--- src/pkg/masc_consts.svh ---
// Register offsets, field positions, reset values and bus constants for the monitor converter control
`ifndef MASC_CONSTS_SVH
`define MASC_CONSTS_SVH
`define MASC_OFS_RESULT_HIGH 8'h07
`define MASC_OFS_RESULT_LOW 8'h08
`define MASC_OFS_CONTROL 8'h09
`define MASC_OFS_CHANNEL 8'h0a
`define MASC_CTL_GO_BIT 0
`define MASC_CTL_SINGLE_BIT 1
`define MASC_CTL_SCAN_BIT 2
`define MASC_CTL_BUFDIS_BIT 3
`define MASC_CHS_CONV_LSB 0
`define MASC_CHS_READ_LSB 3
`define MASC_CHS_READY_BIT 7
`define MASC_CTL_RESET 8'h00
`define MASC_CHS_RESET 8'h00
`define MASC_RESULT_RESET 12'h000
`define MASC_PTR_RESET 8'h00
`define MASC_LAST_CHANNEL 3'h6
`define MASC_I2C_ADDR 7'h5a
`define MASC_BITS_PER_BYTE 4'h8
`endif

--- src/pkg/masc_pkg.sv ---
// Types shared by the monitor converter control modules
package masc_pkg;
  typedef logic [2:0] masc_chan_t;
  typedef logic [11:0] masc_result_t;
  typedef enum logic [2:0]
  {
    MASC_I2C_IDLE = 3'b000,
    MASC_I2C_ADDR = 3'b001,
    MASC_I2C_ADDR_ACK = 3'b010,
    MASC_I2C_WR_BYTE = 3'b011,
    MASC_I2C_WR_ACK = 3'b100,
    MASC_I2C_RD_BYTE = 3'b101,
    MASC_I2C_RD_ACK = 3'b110
  } masc_i2c_state_t;
  typedef enum logic [1:0]
  {
    MASC_SEQ_IDLE = 2'b00,
    MASC_SEQ_CONV = 2'b01
  } masc_seq_state_t;
endpackage

--- src/rtl/masc_conv_seq.sv ---
// Conversion sequencer: drives the converter front end for single and scan conversions
`timescale 1ns/1ns
`include "masc_consts.svh"
module masc_conv_seq
  import masc_pkg::*;
(
  // Clock and reset
  input wire logic core_clk,
  input wire logic rst,
  // Control from the register file
  input wire logic start_single,
  input wire logic scan_run,
  input wire masc_pkg::masc_chan_t conv_channel,
  // Converter front end
  output logic adc_start,
  output masc_pkg::masc_chan_t adc_mux_sel,
  input wire masc_pkg::masc_result_t adc_data,
  input wire logic adc_data_valid,
  // Results
  output logic busy,
  output logic result_we,
  output masc_pkg::masc_chan_t result_ch,
  output masc_pkg::masc_result_t result_data,
  output logic single_done,
  output logic scan_done
);
  import masc_pkg::*;

  masc_seq_state_t state_reg, state_next;
  logic single_reg, single_next;
  logic start_reg, start_next;
  masc_chan_t ch_reg, ch_next;
  logic we_reg, we_next;
  masc_result_t data_reg, data_next;
  logic sdone_reg, sdone_next;
  logic scdone_reg, scdone_next;

  always_comb
  begin
    state_next = state_reg;
    single_next = single_reg;
    start_next = 1'b0;
    ch_next = ch_reg;
    we_next = 1'b0;
    data_next = data_reg;
    sdone_next = 1'b0;
    scdone_next = 1'b0;
    case (state_reg)
      MASC_SEQ_IDLE:
      begin
        if (start_single)
        begin
          ch_next = conv_channel;
          single_next = 1'b1;
          start_next = 1'b1;
          state_next = MASC_SEQ_CONV;
        end
        else if (scan_run)
        begin
          ch_next = 3'h0;
          single_next = 1'b0;
          start_next = 1'b1;
          state_next = MASC_SEQ_CONV;
        end
      end
      MASC_SEQ_CONV:
      begin
        // New start requests are not looked at here
        if (adc_data_valid)
        begin
          we_next = (ch_reg <= `MASC_LAST_CHANNEL);
          data_next = adc_data;
          if (single_reg)
          begin
            sdone_next = 1'b1;
            state_next = MASC_SEQ_IDLE;
          end
          else
          begin
            scdone_next = (ch_reg == `MASC_LAST_CHANNEL);
            ch_next = (ch_reg >= `MASC_LAST_CHANNEL) ? 3'h0 : ch_reg + 3'h1;
            if (scan_run)
            begin
              start_next = 1'b1;
            end
            else
            begin
              state_next = MASC_SEQ_IDLE;
            end
          end
        end
      end
      default:
      begin
        state_next = MASC_SEQ_IDLE;
      end
    endcase
  end

  always_ff @(posedge core_clk or posedge rst)
  begin
    if (rst)
    begin
      state_reg <= MASC_SEQ_IDLE;
      single_reg <= 1'b0;
      start_reg <= 1'b0;
      ch_reg <= 3'h0;
      we_reg <= 1'b0;
      data_reg <= `MASC_RESULT_RESET;
      sdone_reg <= 1'b0;
      scdone_reg <= 1'b0;
    end
    else
    begin
      state_reg <= state_next;
      single_reg <= single_next;
      start_reg <= start_next;
      ch_reg <= ch_next;
      we_reg <= we_next;
      data_reg <= data_next;
      sdone_reg <= sdone_next;
      scdone_reg <= scdone_next;
    end
  end

  // Result channel lags the mux by one cycle after a scan step
  masc_chan_t wch_reg;
  always_ff @(posedge core_clk or posedge rst)
  begin
    if (rst)
    begin
      wch_reg <= 3'h0;
    end
    else
    begin
      wch_reg <= ch_reg;
    end
  end

  assign adc_start = start_reg;
  assign adc_mux_sel = ch_reg;
  assign busy = (state_reg != MASC_SEQ_IDLE);
  assign result_we = we_reg;
  assign result_ch = wch_reg;
  assign result_data = data_reg;
  assign single_done = sdone_reg;
  assign scan_done = scdone_reg;
endmodule

--- src/rtl/masc_top.sv ---
// Monitor converter control: two-wire register slave, result store and sequencer
//
// Summary of operation
// One 12-bit converter samples one of seven channels chosen by its input mux.
// Each of the seven channels keeps its own latest result.
// One of the seven results is routed into the register map by the readback select.
// The go bit of the control register at 0x09 enables converter operation.
// Conversions run either as a single manual shot or as an automatic scan of all channels.
// For single shots the host sets single mode, clears scan mode and clears buffer disable.
// The 3-bit convert select in register 0x0a picks the channel of the next single shot.
// The host sets the readback select equal to the convert select before a single shot.
// Writing 1 to the go bit starts a single conversion on that write.
// A finished single shot sets the ready flag, pulls the interrupt low and clears go.
// Result bits 11 to 4 sit in register 0x07 and bits 3 to 0 in register 0x08.
// Interrupt and ready stay asserted until the host reads the result, which releases them.
// For another channel the host updates both selects first, then writes go.
// A go write during a running conversion is ignored and the conversion completes.
`timescale 1ns/1ns
`include "masc_consts.svh"
module masc_top
  import masc_pkg::*;
(
  // Clock and reset
  input wire logic core_clk,
  input wire logic rst,
  // Two-wire bus pins, open drain
  input wire logic scl_in,
  input wire logic sda_in,
  output logic sda_out,
  output logic sda_oe_n,
  // Host interrupt
  output logic interrupt_request_n,
  // Converter front end
  output logic adc_enable,
  output logic input_buffer_disable,
  output logic adc_start,
  output masc_pkg::masc_chan_t adc_mux_sel,
  input wire masc_pkg::masc_result_t adc_data,
  input wire logic adc_data_valid
);
  import masc_pkg::*;

  function automatic logic [7:0] reg_read(input logic [7:0] ofs, input logic [7:0] ctl, input logic [7:0] chs,
                                          input masc_result_t res);
    case (ofs)
      `MASC_OFS_RESULT_HIGH: reg_read = res[11:4];
      `MASC_OFS_RESULT_LOW: reg_read = {4'h0, res[3:0]};
      `MASC_OFS_CONTROL: reg_read = {4'h0, ctl[3:0]};
      `MASC_OFS_CHANNEL: reg_read = chs;
      default: reg_read = 8'h00;
    endcase
  endfunction

  // Pin synchronisers and edge history
  logic scl_m, scl_s, scl_d, sda_m, sda_s, sda_d;
  always_ff @(posedge core_clk or posedge rst)
  begin
    if (rst)
    begin
      scl_m <= 1'b1;
      scl_s <= 1'b1;
      scl_d <= 1'b1;
      sda_m <= 1'b1;
      sda_s <= 1'b1;
      sda_d <= 1'b1;
    end
    else
    begin
      scl_m <= scl_in;
      scl_s <= scl_m;
      scl_d <= scl_s;
      sda_m <= sda_in;
      sda_s <= sda_m;
      sda_d <= sda_s;
    end
  end

  logic bus_start, bus_stop, scl_rise, scl_fall;
  assign bus_start = scl_s & scl_d & sda_d & ~sda_s;
  assign bus_stop = scl_s & scl_d & ~sda_d & sda_s;
  assign scl_rise = scl_s & ~scl_d;
  assign scl_fall = ~scl_s & scl_d;

  // Register state
  logic [7:0] ctl_reg, ctl_next;
  masc_chan_t conv_sel_reg, conv_sel_next;
  masc_chan_t read_sel_reg, read_sel_next;
  logic ready_reg, ready_next;
  logic irq_reg, irq_next;
  masc_result_t result_mem [0:6];
  masc_result_t result_mem_next [0:6];
  masc_result_t shown_result;

  // Bus slave state
  masc_i2c_state_t st_reg, st_next;
  logic [3:0] cnt_reg, cnt_next;
  logic [7:0] sh_reg, sh_next;
  logic [7:0] ptr_reg, ptr_next;
  logic first_reg, first_next;
  logic rw_reg, rw_next;
  logic drive_reg, drive_next;
  logic wr_stb, rd_stb;
  logic [7:0] wr_ofs;
  logic [7:0] wr_data;

  // Sequencer links
  logic busy, result_we, single_done, scan_done, start_single, scan_run;
  masc_chan_t result_ch;
  masc_result_t result_data;

  assign shown_result = (read_sel_reg <= `MASC_LAST_CHANNEL) ? result_mem[read_sel_reg] : `MASC_RESULT_RESET;

  always_comb
  begin
    st_next = st_reg;
    cnt_next = cnt_reg;
    sh_next = sh_reg;
    ptr_next = ptr_reg;
    first_next = first_reg;
    rw_next = rw_reg;
    drive_next = drive_reg;
    wr_stb = 1'b0;
    rd_stb = 1'b0;
    wr_ofs = ptr_reg;
    wr_data = sh_reg;
    if (bus_start)
    begin
      st_next = MASC_I2C_ADDR;
      cnt_next = 4'h0;
      drive_next = 1'b0;
    end
    else if (bus_stop)
    begin
      st_next = MASC_I2C_IDLE;
      drive_next = 1'b0;
    end
    else
    begin
      case (st_reg)
        MASC_I2C_IDLE:
        begin
          drive_next = 1'b0;
        end
        MASC_I2C_ADDR, MASC_I2C_WR_BYTE:
        begin
          if (scl_rise && cnt_reg != `MASC_BITS_PER_BYTE)
          begin
            sh_next = {sh_reg[6:0], sda_s};
            cnt_next = cnt_reg + 4'h1;
          end
          else if (scl_fall && cnt_reg == `MASC_BITS_PER_BYTE)
          begin
            cnt_next = 4'h0;
            if (st_reg == MASC_I2C_ADDR)
            begin
              rw_next = sh_reg[0];
              first_next = 1'b1;
              drive_next = (sh_reg[7:1] == `MASC_I2C_ADDR);
              st_next = (sh_reg[7:1] == `MASC_I2C_ADDR) ? MASC_I2C_ADDR_ACK : MASC_I2C_IDLE;
            end
            else
            begin
              drive_next = 1'b1;
              st_next = MASC_I2C_WR_ACK;
              first_next = 1'b0;
              if (first_reg)
              begin
                ptr_next = sh_reg;
              end
              else
              begin
                wr_stb = 1'b1;
                ptr_next = ptr_reg + 8'h01;
              end
            end
          end
        end
        MASC_I2C_ADDR_ACK, MASC_I2C_WR_ACK, MASC_I2C_RD_ACK:
        begin
          if (st_reg == MASC_I2C_RD_ACK && scl_rise && sda_s)
          begin
            st_next = MASC_I2C_IDLE;
          end
          else if (scl_fall)
          begin
            if (st_reg == MASC_I2C_WR_ACK || (st_reg == MASC_I2C_ADDR_ACK && !rw_reg))
            begin
              drive_next = 1'b0;
              st_next = MASC_I2C_WR_BYTE;
            end
            else
            begin
              sh_next = reg_read(ptr_reg, ctl_reg, {ready_reg, 1'b0, read_sel_reg, conv_sel_reg}, shown_result);
              rd_stb = 1'b1;
              ptr_next = ptr_reg + 8'h01;
              drive_next = ~sh_next[7];
              st_next = MASC_I2C_RD_BYTE;
            end
          end
        end
        MASC_I2C_RD_BYTE:
        begin
          if (scl_rise)
          begin
            cnt_next = cnt_reg + 4'h1;
          end
          else if (scl_fall)
          begin
            if (cnt_reg == `MASC_BITS_PER_BYTE)
            begin
              cnt_next = 4'h0;
              drive_next = 1'b0;
              st_next = MASC_I2C_RD_ACK;
            end
            else
            begin
              sh_next = {sh_reg[6:0], 1'b0};
              drive_next = ~sh_reg[6];
            end
          end
        end
        default:
        begin
          st_next = MASC_I2C_IDLE;
        end
      endcase
    end
  end

  // Register file next values
  always_comb
  begin
    ctl_next = ctl_reg;
    conv_sel_next = conv_sel_reg;
    read_sel_next = read_sel_reg;
    ready_next = ready_reg;
    irq_next = irq_reg;
    start_single = 1'b0;
    for (int i = 0; i < 7; i++)
    begin
      result_mem_next[i] = result_mem[i];
    end
    if (result_we)
    begin
      result_mem_next[result_ch] = result_data;
    end
    if (single_done)
    begin
      ctl_next[`MASC_CTL_GO_BIT] = 1'b0;
    end
    if (rd_stb && (ptr_reg == `MASC_OFS_RESULT_HIGH || ptr_reg == `MASC_OFS_RESULT_LOW))
    begin
      ready_next = 1'b0;
      irq_next = 1'b0;
    end
    if (wr_stb && wr_ofs == `MASC_OFS_CONTROL)
    begin
      ctl_next = {4'h0, wr_data[3:0]};
      start_single = wr_data[`MASC_CTL_GO_BIT] & wr_data[`MASC_CTL_SINGLE_BIT] & ~wr_data[`MASC_CTL_SCAN_BIT] & ~busy;
    end
    if (wr_stb && wr_ofs == `MASC_OFS_CHANNEL)
    begin
      conv_sel_next = wr_data[`MASC_CHS_CONV_LSB +: 3];
      read_sel_next = wr_data[`MASC_CHS_READ_LSB +: 3];
    end
    if (single_done)
    begin
      ready_next = 1'b1;
      irq_next = 1'b1;
    end
    if (scan_done)
    begin
      ready_next = 1'b1;
    end
  end

  always_ff @(posedge core_clk or posedge rst)
  begin
    if (rst)
    begin
      st_reg <= MASC_I2C_IDLE;
      cnt_reg <= 4'h0;
      sh_reg <= 8'h00;
      ptr_reg <= `MASC_PTR_RESET;
      first_reg <= 1'b0;
      rw_reg <= 1'b0;
      drive_reg <= 1'b0;
      ctl_reg <= `MASC_CTL_RESET;
      conv_sel_reg <= 3'h0;
      read_sel_reg <= 3'h0;
      ready_reg <= 1'b0;
      irq_reg <= 1'b0;
      for (int i = 0; i < 7; i++)
      begin
        result_mem[i] <= `MASC_RESULT_RESET;
      end
    end
    else
    begin
      st_reg <= st_next;
      cnt_reg <= cnt_next;
      sh_reg <= sh_next;
      ptr_reg <= ptr_next;
      first_reg <= first_next;
      rw_reg <= rw_next;
      drive_reg <= drive_next;
      ctl_reg <= ctl_next;
      conv_sel_reg <= conv_sel_next;
      read_sel_reg <= read_sel_next;
      ready_reg <= ready_next;
      irq_reg <= irq_next;
      for (int i = 0; i < 7; i++)
      begin
        result_mem[i] <= result_mem_next[i];
      end
    end
  end

  // Scan runs while go is set in scan mode with single mode clear
  // Next control value, so a go clear landing with a result blocks the restart
  assign scan_run = ctl_next[`MASC_CTL_GO_BIT] & ctl_next[`MASC_CTL_SCAN_BIT] & ~ctl_next[`MASC_CTL_SINGLE_BIT];

  masc_conv_seq u_seq
  (
    .core_clk(core_clk),
    .rst(rst),
    .start_single(start_single),
    .scan_run(scan_run),
    .conv_channel(conv_sel_reg),
    .adc_start(adc_start),
    .adc_mux_sel(adc_mux_sel),
    .adc_data(adc_data),
    .adc_data_valid(adc_data_valid),
    .busy(busy),
    .result_we(result_we),
    .result_ch(result_ch),
    .result_data(result_data),
    .single_done(single_done),
    .scan_done(scan_done)
  );

  assign sda_out = 1'b0;
  assign sda_oe_n = ~drive_reg;
  assign interrupt_request_n = ~irq_reg;
  assign adc_enable = ctl_reg[`MASC_CTL_GO_BIT];
  assign input_buffer_disable = ctl_reg[`MASC_CTL_BUFDIS_BIT];
endmodule

--- config.mk ---
export PLATFORM = sky130hd
export DESIGN_NAME = masc_top
export DESIGN_NICKNAME = d
export VERILOG_FILES = /design/src/pkg/masc_pkg.sv /design/src/rtl/masc_conv_seq.sv /design/src/rtl/masc_top.sv
export VERILOG_INCLUDE_DIRS = /design/src /design/src/pkg
export SDC_FILE = /design/constraint.sdc
export NUM_CORES = 1
export LEC_CHECK = 0
export ABC_CLOCK_PERIOD_IN_PS = 7500
export BUFFER_PORTS_ARGS = -buffer_cell sky130_fd_sc_hd__buf_4
export CORE_MARGIN = 2
export CORE_UTILIZATION = 56
export CTS_BUF_LIST = sky130_fd_sc_hd__clkbuf_16
export DETAILED_ROUTE_END_ITERATION = 6
export PLACE_DENSITY = 0.76
export SLEW_MARGIN = 5
export SYNTH_ARGS = -nofsm -noshare
export SYNTH_HDL_FRONTEND = slang
export SYNTH_SLANG_ARGS = --single-unit
--- constraint.sdc ---
create_clock -name core_clk -period 7.5 [get_ports core_clk]
set_clock_uncertainty 0.2 [all_clocks]
set_input_delay 1.875 -clock core_clk [delete_from_list [all_inputs] [get_ports core_clk]]
set_output_delay 1.875 -clock core_clk [all_outputs]
set_load 0.03 [all_outputs]
==> results of run 1 <==
final cells by class:
type,count,area (um2)
fillers,1005,4810
flip-flops and latches,152,3810
multi-input cells,412,3490
clock buffers,17,425
repair buffers,31,233
well taps,176,220
clock inverters,14,134
inverters,15,61.3
cells in the mapped netlist (all sizes together) (2+ instances only):
library cell,instances,area share (%)
and3,8,0.68
nand4,4,0.50
mux4,12,3.7
mux2i,14,1.9
a211o,2,0.23
buf,20,1.9
o31ai,2,0.20
o31a,2,0.23
o22a,2,0.23
nand2b,14,1.2
or3,2,0.23
nor2,25,1.3
a221o,2,0.27
inv,15,0.75
nor2b,8,0.66
or4,2,0.25
nor4,3,0.45
a311oi,3,0.35
a221oi,2,0.46
nand2,28,1.4
dfrtp,146,48
ha,8,1.3
nor3b,3,0.30
nand4b,4,0.46
a22o,5,0.61
o21ai,29,1.9
clkbuf,11,0.73
a21oi,28,2.1
mux2,110,16
nand3,14,0.93
a31oi,3,0.25
a21o,8,0.80
nand3b,15,1.5
dfstp,6,2.1
nor3,8,0.90
o211ai,20,2.0
o22ai,6,0.58
o2bb2ai,2,0.23
logic make-up (layout without fill, tap and decap cells):
logic type	Yosys count	after routing	share of synthesized area, %
other	1	1	0.0497
DFF	152	152	50.5
AOI/OAI and AO/OA	123	123	11.2
and+or+nand+nor	143	143	11.4
muxes	136	136	22.0
adders and majority gates	8	8	1.33
xor gates and xnor gates	1	1	0.116
buffers and inverters	47	77	3.47
worst paths after layout:
check | from | endpoint | slack (ns) | cells past startpoint
setup reg to reg | read_sel_reg[0]$_DFFE_PP0P_ | sh_reg[4]$_DFFE_PP0P_ | 4.66 | 6
max in group asynchronous | rst | u_seq.result_data[7]$_DFFE_PP0P_ | 4.33 | 3
min in group asynchronous | rst | cnt_reg[1]$_DFFE_PP0P_ | 1.35 | 2
setup / recovery | adc_data_valid | u_seq.adc_mux_sel[1]$_DFFE_PP0P_ | 4.18 | 6
hold / removal | scl_m$_DFF_PP1_ | scl_s$_DFF_PP1_ | 0.16 | 0
hold reg to reg | scl_m$_DFF_PP1_ | scl_s$_DFF_PP1_ | 0.16 | 0
report_power, final:
group          total (uW)  switching, uW  internal [uW]
Combinational        72.6           41.1           31.5
Clock                 816            333            483
Sequential            873           32.9            840
Total                1760            407           1350
worst max-delay path, stage by stage:
cell                      delay (ns)
sky130_fd_sc_hd__buf_4          0.11
sky130_fd_sc_hd__nand2_1        0.60
sky130_fd_sc_hd__nor2_1         0.14
sky130_fd_sc_hd__a41oi_1        0.20
sky130_fd_sc_hd__o21ai_1        0.13
sky130_fd_sc_hd__mux2_1         0.34
routing by layer:
layer  vias to the layer above  wire length, um  share of wire [%]
met3                        34              590                3.7
met2                       102             8200                 51
met1                      2561             6780                 42
li1                       2307                -                  -
met4                         0              394                2.5
met5                         -                0                  0
stage by stage:
stage                     std cells  instance area [um2]  total power (uW)  util (%)  hold WS [ns]
after floorplan                 611                 7550               932         -         0.145
after global placement          786                 7820               956      59.3         0.147
after detailed placement        786                 7820               961      59.3         0.147
after CTS                       817                 8380              1770      63.5         0.156
after global routing            817                 8380              1830      63.5         0.159
final                           817                 8380              1760      63.5         0.155
==> results.py, run 1 <==
metrics = {
    "run_status": {
        "outcome": "completed",
    },
    "grt": {
        "grt_busiest_layer": "met2",
        "antenna_found_initial": 0,
        "grt_pass1_wl_mm": 27.1,
        "grt.total_usage_pct": 24.3,
        "grt_max_degree": 80,
        "grt_remaining_overflow": 0,
        "global_route_met3_usage_pct": 6.18,
        "grt_pass1_vias": 5344,
        "grt_use_met2_pct": 39.8,
        "global_route.usage.met1_pct": 30.9,
    },
    "routing": {
        "num_vias": 5004,
        "post-route-drc-count": 0,
        "drt-initial-drc-count": 458,
        "detailedRoute.firstPassIterationCount": 5,
        "postRouteAntennaNets": 0,
        "post_drt_via_cell_ratio": 6.12,
        "drt-wirelength-per-cell_um": 19.5,
        "finalWirelength_mm": 16.0,
    },
    "clock_network": {
        "clkLatencyLatePin_ns": 0.43,
        "tritoncts.num_buffers": 17,
        "cts_resized": 0,
        "level_count_of_the_clock_h_tree": 4,
        "postCtsHoldBufs": 0,
        "postCtsSetupRepairBufs": 0,
        "tritoncts_num_sinks": 152,
        "clock-root-buffer": "sky130_fd_sc_hd__clkbuf_16",
        "clock_pin_slew_worst_setup_and_hold_paths_ns": 0.06,
        "cts_tree": "yes",
        "max-clock-path-buffers": 2,
    },
    "floorplanning": {
        "num_rows": 42,
        "dieArea_um2": 14400,
        "num_io_pins": 26,
        "die_w_um": 120,
        "die_y_um": 120,
        "initial_utilization_pct": 57.2,
        "core_area_um2": 13200,
    },
    "sta": {
        "setup_viol": 0,
        "finalCriticalPeriod_ns": 3.32,
        "worst_pin_slew_ns": 1.25,
        "period_share_pct": 44.2,
        "unrepaired_setup_endpoints_after_global_routing": "no",
        "final.setup.worst_slack_ns": 4.18,
        "finalHoldViolCount": 0,
        "setup_tns_ns": 0,
        "fmax_ghz": 0.302,
        "slew_headroom_pct": 16.1,
        "count_of_final_max_slew_check_failures": 0,
    },
    "job": {
        "max-cap-violations": 0,
    },
    "synthesis": {
        "synth.distinct_cells": 73,
        "edff_count_synth": 0,
        "synth_ff_type": "sky130_fd_sc_hd__dfrtp_1",
        "synth_area_um2": 7550,
        "synthesis.nets": 636,
        "ys_ff_latch": 152,
        "postSynth.asyncResetShare_pct": 100,
        "syn_area_per_cell_um2": 12.4,
        "synth-warning-count": 0,
        "yosysSeqAreaShare_pct": 50.5,
        "synthesis.instances": 611,
    },
    "final_layout": {
        "fin_nets": 654,
        "max_flop_register": "result_mem",
        "antenna_cells_inserted": 0,
        "mostFrequentLayoutCell": "sky130_fd_sc_hd__dfrtp_1",
        "share_of_post_route_cells_with_drive_strength_above_1_pct": 30.9,
        "commonest_cells_after_routing_fill_and_taps_aside": "sky130_fd_sc_hd__dfrtp_1 (146), sky130_fd_sc_hd__mux2_2 (100), sky130_fd_sc_hd__buf_4 (31)",
        "synthesis_to_finish_area_growth_pct": 11.0,
        "largest_register_ffs": 84,
    },
    "setup_path": {
        "critical_path.endpoint_type": "flip-flop",
        "worst_ep_arrival_time_ns": 3.42,
        "critical_path_class": "primary input to flip-flop",
        "startpoint_type": "primary input",
        "timing.critical_path.fanout_max": 17,
        "worst-endpoint-required_ns": 7.60,
    },
    "pwr": {
        "power.static_leakage_uw": 0.00392,
        "maximum_vdd_drop_uv": 281,
        "power.density_nw_per_um2": 210,
    },
    "place": {
        "place_ws_ns": 3.67,
        "hpwlAfterDp_mm": 10.2,
        "buffer_ports.inserted": 24,
        "gp_congestion": 0.849,
    },
    "hold_path": {
        "path_type_of_the_worst_min_delay_path": "flip-flop to flip-flop",
    },
}
No activity file was read; power rests on OpenSTA's default activity.
==> run 2, diff against run 1 <==
ABC_AREA = 1   (was unset)
ABC_CLOCK_PERIOD_IN_PS = 3000   (was 7500)
PLACE_DENSITY = 0.79   (was 0.76)
clock period = 3 ns   (was 7.5 ns; I/O delays follow)
==> run 2 against run 1 <==
Core utilization rose by 0.33 points. Register-to-register slack got worse by 4.0 ns. Hold slack got worse by 0.087 ns. Sequential power rose to 2.7 times the previous value. Count of clock-buffer cells in the layout did not move. First-iteration DRC count rose by 34%.
==> results.py, run 2 <==
metrics = {
    "synthesis": {
        "yosys.area_share.xor_xnor_pct": 0.245,
        "synth_ff_type": "sky130_fd_sc_hd__dfrtp_1",
        "synth-warning-count": 0,
        "post_synth_mux_area_share_pct": 0,
        "synthDominantCellAreaShare_pct": 51.0,
        "yosysSeqAreaShare_pct": 53.2,
        "synth_area_um2": 7160,
        "largest_family_of_logic_cells_by_synthesized_area": "simple AND/OR/NAND/NOR gates",
        "ys_ff_latch": 152,
        "synth_top_cell_by_area": "sky130_fd_sc_hd__dfrtp_1",
        "edff_count_synth": 0,
        "postSynth.asyncResetShare_pct": 100,
        "simple_gate_share_of_the_synthesized_area_pct": 20.0,
        "synthesis.nets": 890,
        "synthesis.instances": 865,
        "synth.distinct_cells": 43,
        "syn_area_per_cell_um2": 8.28,
        "synth-adder-area-share_pct": 1.40,
        "synth.most_common_cell": "sky130_fd_sc_hd__nand2_1",
        "yosys-top-cells-area": "sky130_fd_sc_hd__dfrtp_1 (51%), sky130_fd_sc_hd__o21ai_0 (12%), sky130_fd_sc_hd__nand2_1 (11%)",
        "synthesized_area_fraction_occupied_by_ao_oa_aoi_and_oai_cells_pct": 18.9,
        "synth_top_cells_by_count": "sky130_fd_sc_hd__nand2_1 (207), sky130_fd_sc_hd__o21ai_0 (176), sky130_fd_sc_hd__dfrtp_1 (146), sky130_fd_sc_hd__nor2_1 (74), sky130_fd_sc_hd__inv_1 (72)",
    },
    "floorplanning": {
        "core_area_um2": 12600,
        "num_rows": 41,
        "initial_utilization_pct": 57.0,
        "dieArea_um2": 13700,
        "num_io_pins": 26,
        "die_w_um": 117,
        "die_y_um": 117,
    },
    "sta": {
        "worst_pin_slew_ns": 0.875,
        "slew_headroom_pct": 41.5,
        "count_of_final_max_slew_check_failures": 0,
        "setup_viol": 0,
        "finalCriticalPeriod_ns": 2.30,
        "unrepaired_setup_endpoints_after_global_routing": "no",
        "period_share_pct": 76.6,
        "finalHoldViolCount": 0,
        "fmax_ghz": 0.435,
        "setup_tns_ns": 0,
    },
    "setup_path": {
        "worst_ep_arrival_time_ns": 2.44,
        "worst-endpoint-required_ns": 3.14,
        "cell_chain_critical_path": "inv_1 > ha_1 > nand3_1 > nor2_1 > nor2_1 > nor3_1 > nand2_2 > inv_2 > o21ai_0 > o21ai_0",
        "worst_path_largest_cell_delay_ns": 0.39,
        "startpoint_type": "flip-flop",
        "critical_path.endpoint_type": "flip-flop",
        "critical_path_class": "flip-flop to flip-flop",
        "timing.critical_path.slowest_stage_cell": "sky130_fd_sc_hd__dfrtp_1",
        "timing.critical_path.fanout_max": 13,
    },
    "clock_network": {
        "tritoncts.num_buffers": 17,
        "cts_resized": 0,
        "postCtsSetupRepairBufs": 0,
        "clkLatencyLatePin_ns": 0.43,
        "clock-root-buffer": "sky130_fd_sc_hd__clkbuf_16",
        "clock_pin_slew_worst_setup_and_hold_paths_ns": 0.06,
        "level_count_of_the_clock_h_tree": 4,
        "cts_tree": "yes",
        "tritoncts_num_sinks": 152,
        "postCtsHoldBufs": 0,
        "max-clock-path-buffers": 2,
    },
    "routing": {
        "detailedRoute.firstPassIterationCount": 5,
        "post_drt_via_cell_ratio": 5.70,
        "postRouteAntennaNets": 0,
        "drt-initial-drc-count": 612,
        "num_vias": 6080,
        "finalWirelength_mm": 17.2,
        "drt-wirelength-per-cell_um": 16.1,
        "post-route-drc-count": 0,
    },
    "final_layout": {
        "fin_nets": 907,
        "final_instance_area_um2": 8020,
        "synthesis_to_finish_area_growth_pct": 12.0,
        "mostFrequentLayoutCell": "sky130_fd_sc_hd__nand2_1",
        "antenna_cells_inserted": 0,
        "largest_register_ffs": 84,
        "share_of_post_route_cells_with_drive_strength_above_1_pct": 10.9,
        "max_flop_register": "result_mem",
        "instances_no_fill": 1067,
        "commonest_cells_after_routing_fill_and_taps_aside": "sky130_fd_sc_hd__nand2_1 (207), sky130_fd_sc_hd__o21ai_0 (176), sky130_fd_sc_hd__dfrtp_1 (146)",
        "fillers": 1066,
    },
    "run_status": {
        "outcome": "completed",
    },
    "pwr": {
        "power.static_leakage_uw": 0.00381,
        "power.density_nw_per_um2": 597,
        "maximum_vdd_drop_uv": 442,
    },
    "place": {
        "hpwlAfterDp_mm": 11.2,
        "detailed_place.area_um2": 7490,
        "buffer_ports.inserted": 24,
        "gp_congestion": 0.906,
        "dpl.cell_count": 1035,
    },
    "hold_path": {
        "path_type_of_the_worst_min_delay_path": "primary input to asynchronous set/reset pin",
    },
    "grt": {
        "grt_pass1_vias": 5605,
        "grt_remaining_overflow": 0,
        "antenna_found_initial": 0,
        "grt.total_usage_pct": 27.0,
        "grt_max_degree": 77,
        "grt_pass1_wl_mm": 28.1,
    },
    "job": {
        "max-cap-violations": 0,
    },
}
run 2: stage by stage:
stage          power [uW]  utilization [%]  hold WS (ns)  worst slack, ns
2_1_floorplan        2710                -         0.145            0.138
3_3_place_gp         2880             59.6         0.147            0.766
3_5_place_dp         2900             59.6         0.148            0.704
4_1_cts              4820             63.8        0.0641            0.696
5_1_grt              5000             63.8        0.0718            0.471
6_report             4790             63.8        0.0682            0.703
run 2: metal layers:
layer	up-vias	track usage (%)	wire, um
li1	2888	-	-
met5	-	0	0
met1	2915	36.0	7450
met3	33	5.92	1150
met2	244	43.5	8250
met4	0	10.4	352
run 2: kinds of logic (layout without fill, tap and decap cells):
family / after synthesis / in the layout
other: 1 / 1
adder cells (fa/ha/maj): 8 / 8
XOR/XNOR: 2 / 2
buffers and inverters: 114 / 144
AND/OR/NAND/NOR: 342 / 342
AO/OA/AOI/OAI: 246 / 246
flip-flops: 152 / 152
run 2: area by class of cell:
class | instances | area (um2) | share of cell area (%)
clock buffer | 17 | 425 | 5.30
clock inverter | 15 | 105 | 1.31
inverter | 79 | 300 | 3.74
multi-input combinational | 599 | 2910 | 36.2
sequential | 152 | 3810 | 47.5
tap | 172 | 215 | 2.68
timing repair buffer | 33 | 260 | 3.24
run 2: path summary, 6_finish.rpt:
path / cells after the start / end / from / slack [ns]
max in group asynchronous: 3 / sda_s$_DFF_PP1_ / rst / 1.76
min reg2reg: 0 / scl_s$_DFF_PP1_ / scl_m$_DFF_PP1_ / 0.15
max: 10 / ptr_reg[7]$_DFFE_PP0P_ / cnt_reg[0]$_DFFE_PP0P_ / 0.70
min: 2 / cnt_reg[2]$_DFFE_PP0P_ / rst / 0.07
max reg2reg: 10 / ptr_reg[7]$_DFFE_PP0P_ / cnt_reg[0]$_DFFE_PP0P_ / 0.70
min in group core_clk: 0 / scl_s$_DFF_PP1_ / scl_m$_DFF_PP1_ / 0.15
run 2: report_power, final:
group	switching [uW]	leakage, uW	internal, uW	total [uW]
sequential	139	0.00203	2210	2350
combinational	348	0.00150	172	520
clock	807	0.000275	1110	1920
run 2: critical path, delay by kind of cell (launching register included):
family                     cells  cell delay (ns)
adders and majority gates      1             0.18
AOI/OAI and AO/OA              2             0.28
DFF                            1             0.39
and+or+nand+nor                5             0.85
buffers and inverters          2             0.32
==> run 3, diff against run 2 <==
ABC_CLOCK_PERIOD_IN_PS = 2100   (was 3000)
clock period = 2.1 ns   (was 3 ns; I/O delays follow)
==> run 3 against run 2 <==
Maximum frequency is 10% higher. Cell count is 4.1% higher. Hold slack worse by 0.061 ns. Routed wire length is 12% higher. Largest cell class unchanged.
==> results.py, run 3 (synthesized netlist as in run 2, its figures left out) <==
metrics = {
    "grt": {
        "grt_remaining_overflow": 0,
        "grt_pass1_vias": 5957,
        "grt_max_degree": 95,
        "antenna_found_initial": 0,
        "grt_pass1_wl_mm": 29.8,
        "grt.total_usage_pct": 28.7,
    },
    "pwr": {
        "power.static_leakage_uw": 0.00403,
        "power.internal_uw": 5380,
        "share_comb_of_total_power_pct": 13.1,
        "power_switching_uw": 2020,
        "clockPowerShare_pct": 41.3,
        "power.share.sequential_pct": 45.6,
        "power.density_nw_per_um2": 859,
        "maximum_vdd_drop_uv": 644,
        "switching_share_pct": 27.3,
    },
    "clock_network": {
        "cts_tree": "yes",
        "tritoncts.num_buffers": 17,
        "clock-root-buffer": "sky130_fd_sc_hd__clkbuf_16",
        "max-clock-path-buffers": 2,
        "clkLatencyLatePin_ns": 0.43,
        "clock_pin_slew_worst_setup_and_hold_paths_ns": 0.06,
        "level_count_of_the_clock_h_tree": 4,
        "tritoncts_num_sinks": 152,
    },
    "sta": {
        "setup_viol": 0,
        "fmax_ghz": 0.479,
        "slew_headroom_pct": 64.8,
        "count_of_final_max_slew_check_failures": 0,
        "worst_pin_slew_ns": 0.528,
        "unrepaired_setup_endpoints_after_global_routing": "yes",
        "timing.hold.ws_ns": 0.00731,
        "setup_tns_ns": 0,
        "final.setup.worst_slack_ns": 0.0144,
        "finalCriticalPeriod_ns": 2.09,
        "finalHoldViolCount": 0,
        "period_share_pct": 99.3,
    },
    "final_layout": {
        "commonest_cells_after_routing_fill_and_taps_aside": "sky130_fd_sc_hd__nand2_1 (199), sky130_fd_sc_hd__o21ai_0 (175), sky130_fd_sc_hd__dfrtp_1 (141)",
        "share_of_post_route_cells_with_drive_strength_above_1_pct": 19.4,
        "layout.core_utilization_pct": 68.6,
        "mostFrequentLayoutCell": "sky130_fd_sc_hd__nand2_1",
        "instances_no_fill": 1111,
        "antenna_cells_inserted": 0,
        "synthesis_to_finish_area_growth_pct": 20.4,
        "largest_register_ffs": 84,
        "fin_nets": 951,
        "max_flop_register": "result_mem",
    },
    "floorplanning": {
        "initial_utilization_pct": 57.0,
        "num_rows": 41,
        "dieArea_um2": 13700,
        "die_w_um": 117,
        "die_y_um": 117,
        "core_area_um2": 12600,
        "num_io_pins": 26,
    },
    "place": {
        "place_ws_ns": -0.0893,
        "dpl.cell_count": 1060,
        "hpwlAfterDp_mm": 11.6,
        "buffer_ports.inserted": 24,
        "gp_congestion": 0.935,
    },
    "routing": {
        "routed-wl-met2_mm": 9.61,
        "post_drt_via_cell_ratio": 5.83,
        "routedLengthMet1_mm": 7.75,
        "post-route-drc-count": 0,
        "num_vias": 6479,
        "detailedRoute.firstPassIterationCount": 6,
        "dr_wl_met3_mm": 1.48,
        "drt-wirelength-per-cell_um": 17.4,
        "routed.top_layer": "met4",
        "finalWirelength_mm": 19.4,
        "postRouteAntennaNets": 0,
        "drt-initial-drc-count": 775,
    },
    "setup_path": {
        "startpoint_type": "flip-flop",
        "critical_path.endpoint_type": "flip-flop",
        "critical_path_class": "flip-flop to flip-flop",
        "worst-endpoint-required_ns": 2.24,
        "worst_ep_arrival_time_ns": 2.22,
        "timing.critical_path.fanout_max": 4,
    },
    "job": {
        "max-cap-violations": 0,
    },
    "run_status": {
        "outcome": "completed",
    },
    "hold_path": {
        "path_type_of_the_worst_min_delay_path": "primary input to asynchronous set/reset pin",
    },
}
run 3: cell count changes in the layout (fill, tap and decap cells not counted), sizes merged:
cell,delta
buf,+41
bufinv,+2
clkinv,+2
dlygate4sd3,+2
inv,-4
nand2,+1
run 3: worst max-delay path: stages, from the launching register on:
cell and delay, ns:
sky130_fd_sc_hd__dfrtp_1 0.39, sky130_fd_sc_hd__inv_2 0.06, sky130_fd_sc_hd__ha_4 0.16, sky130_fd_sc_hd__nand3_2 0.10, sky130_fd_sc_hd__buf_4 0.15, sky130_fd_sc_hd__a21oi_4 0.07
sky130_fd_sc_hd__buf_4 0.16, sky130_fd_sc_hd__nor3_4 0.18, sky130_fd_sc_hd__buf_4 0.16, sky130_fd_sc_hd__nand2_1 0.13, sky130_fd_sc_hd__a22oi_1 0.23
run 3: final timing paths:
check / startpoint / endpoint / slack, ns / cells past startpoint
worst min register to register: sda_m$_DFF_PP1_ / sda_s$_DFF_PP1_ / 0.16 / 0
worst max-delay path: cnt_reg[1]$_DFFE_PP0P_ / sh_reg[5]$_DFFE_PP0P_ / 0.01 / 10
worst min-delay path: rst / ptr_reg[3]$_DFFE_PP0P_ / 0.007 / 3
min in group core_clk: adc_data[3] / u_seq.result_data[3]$_DFFE_PP0P_ / 0.10 / 3
max in group asynchronous: rst / st_reg[0]$_DFFE_PP0P_ / 1.19 / 3
worst max register to register: cnt_reg[1]$_DFFE_PP0P_ / sh_reg[5]$_DFFE_PP0P_ / 0.01 / 10
run 3: power groups by stage:
stage	logic, uW	registers (uW)	clock network [uW]
final	968	3380	3060
after global routing	1090	3400	3220
after CTS	809	3350	3080
after detailed placement	774	3390	0
after global placement	755	3390	0
after floorplan	532	3340	0
run 3: repair_timing:
action / in CTS / in global routing
pin swaps: 3 / 14
endpoints found under the setup margin: 16 / 36
gates cloned: 1 / 0
buffers inserted: 2 / 14
hold buffers: 2 / 0
hold endpoints to repair: 2 / 0
resized for setup: 9 / 50
run 3: layer usage:
layer | up-vias | GRT usage (%)
met5 | - | 0
met4 | 0 | 12.3
met3 | 64 | 7.47
met2 | 317 | 46.0
met1 | 3121 | 37.4
li1 | 2977 | -
run 3: stage by stage:
step / instance area, um2 / power, uW
2_1_floorplan: 7170 / 3880
3_3_place_gp: 7690 / 4140
3_5_place_dp: 7690 / 4170
4_1_cts: 8360 / 7240
5_1_grt: 8620 / 7700
6_report: 8620 / 7400
run 3: final cells by class:
class	instances	area, um2
timing repair buffer	76	604
multi-input combinational	600	3090
inverter	79	308
sequential	152	3820
fill	934	3940
clock buffer	17	425
clock inverter	15	160
tap	172	215
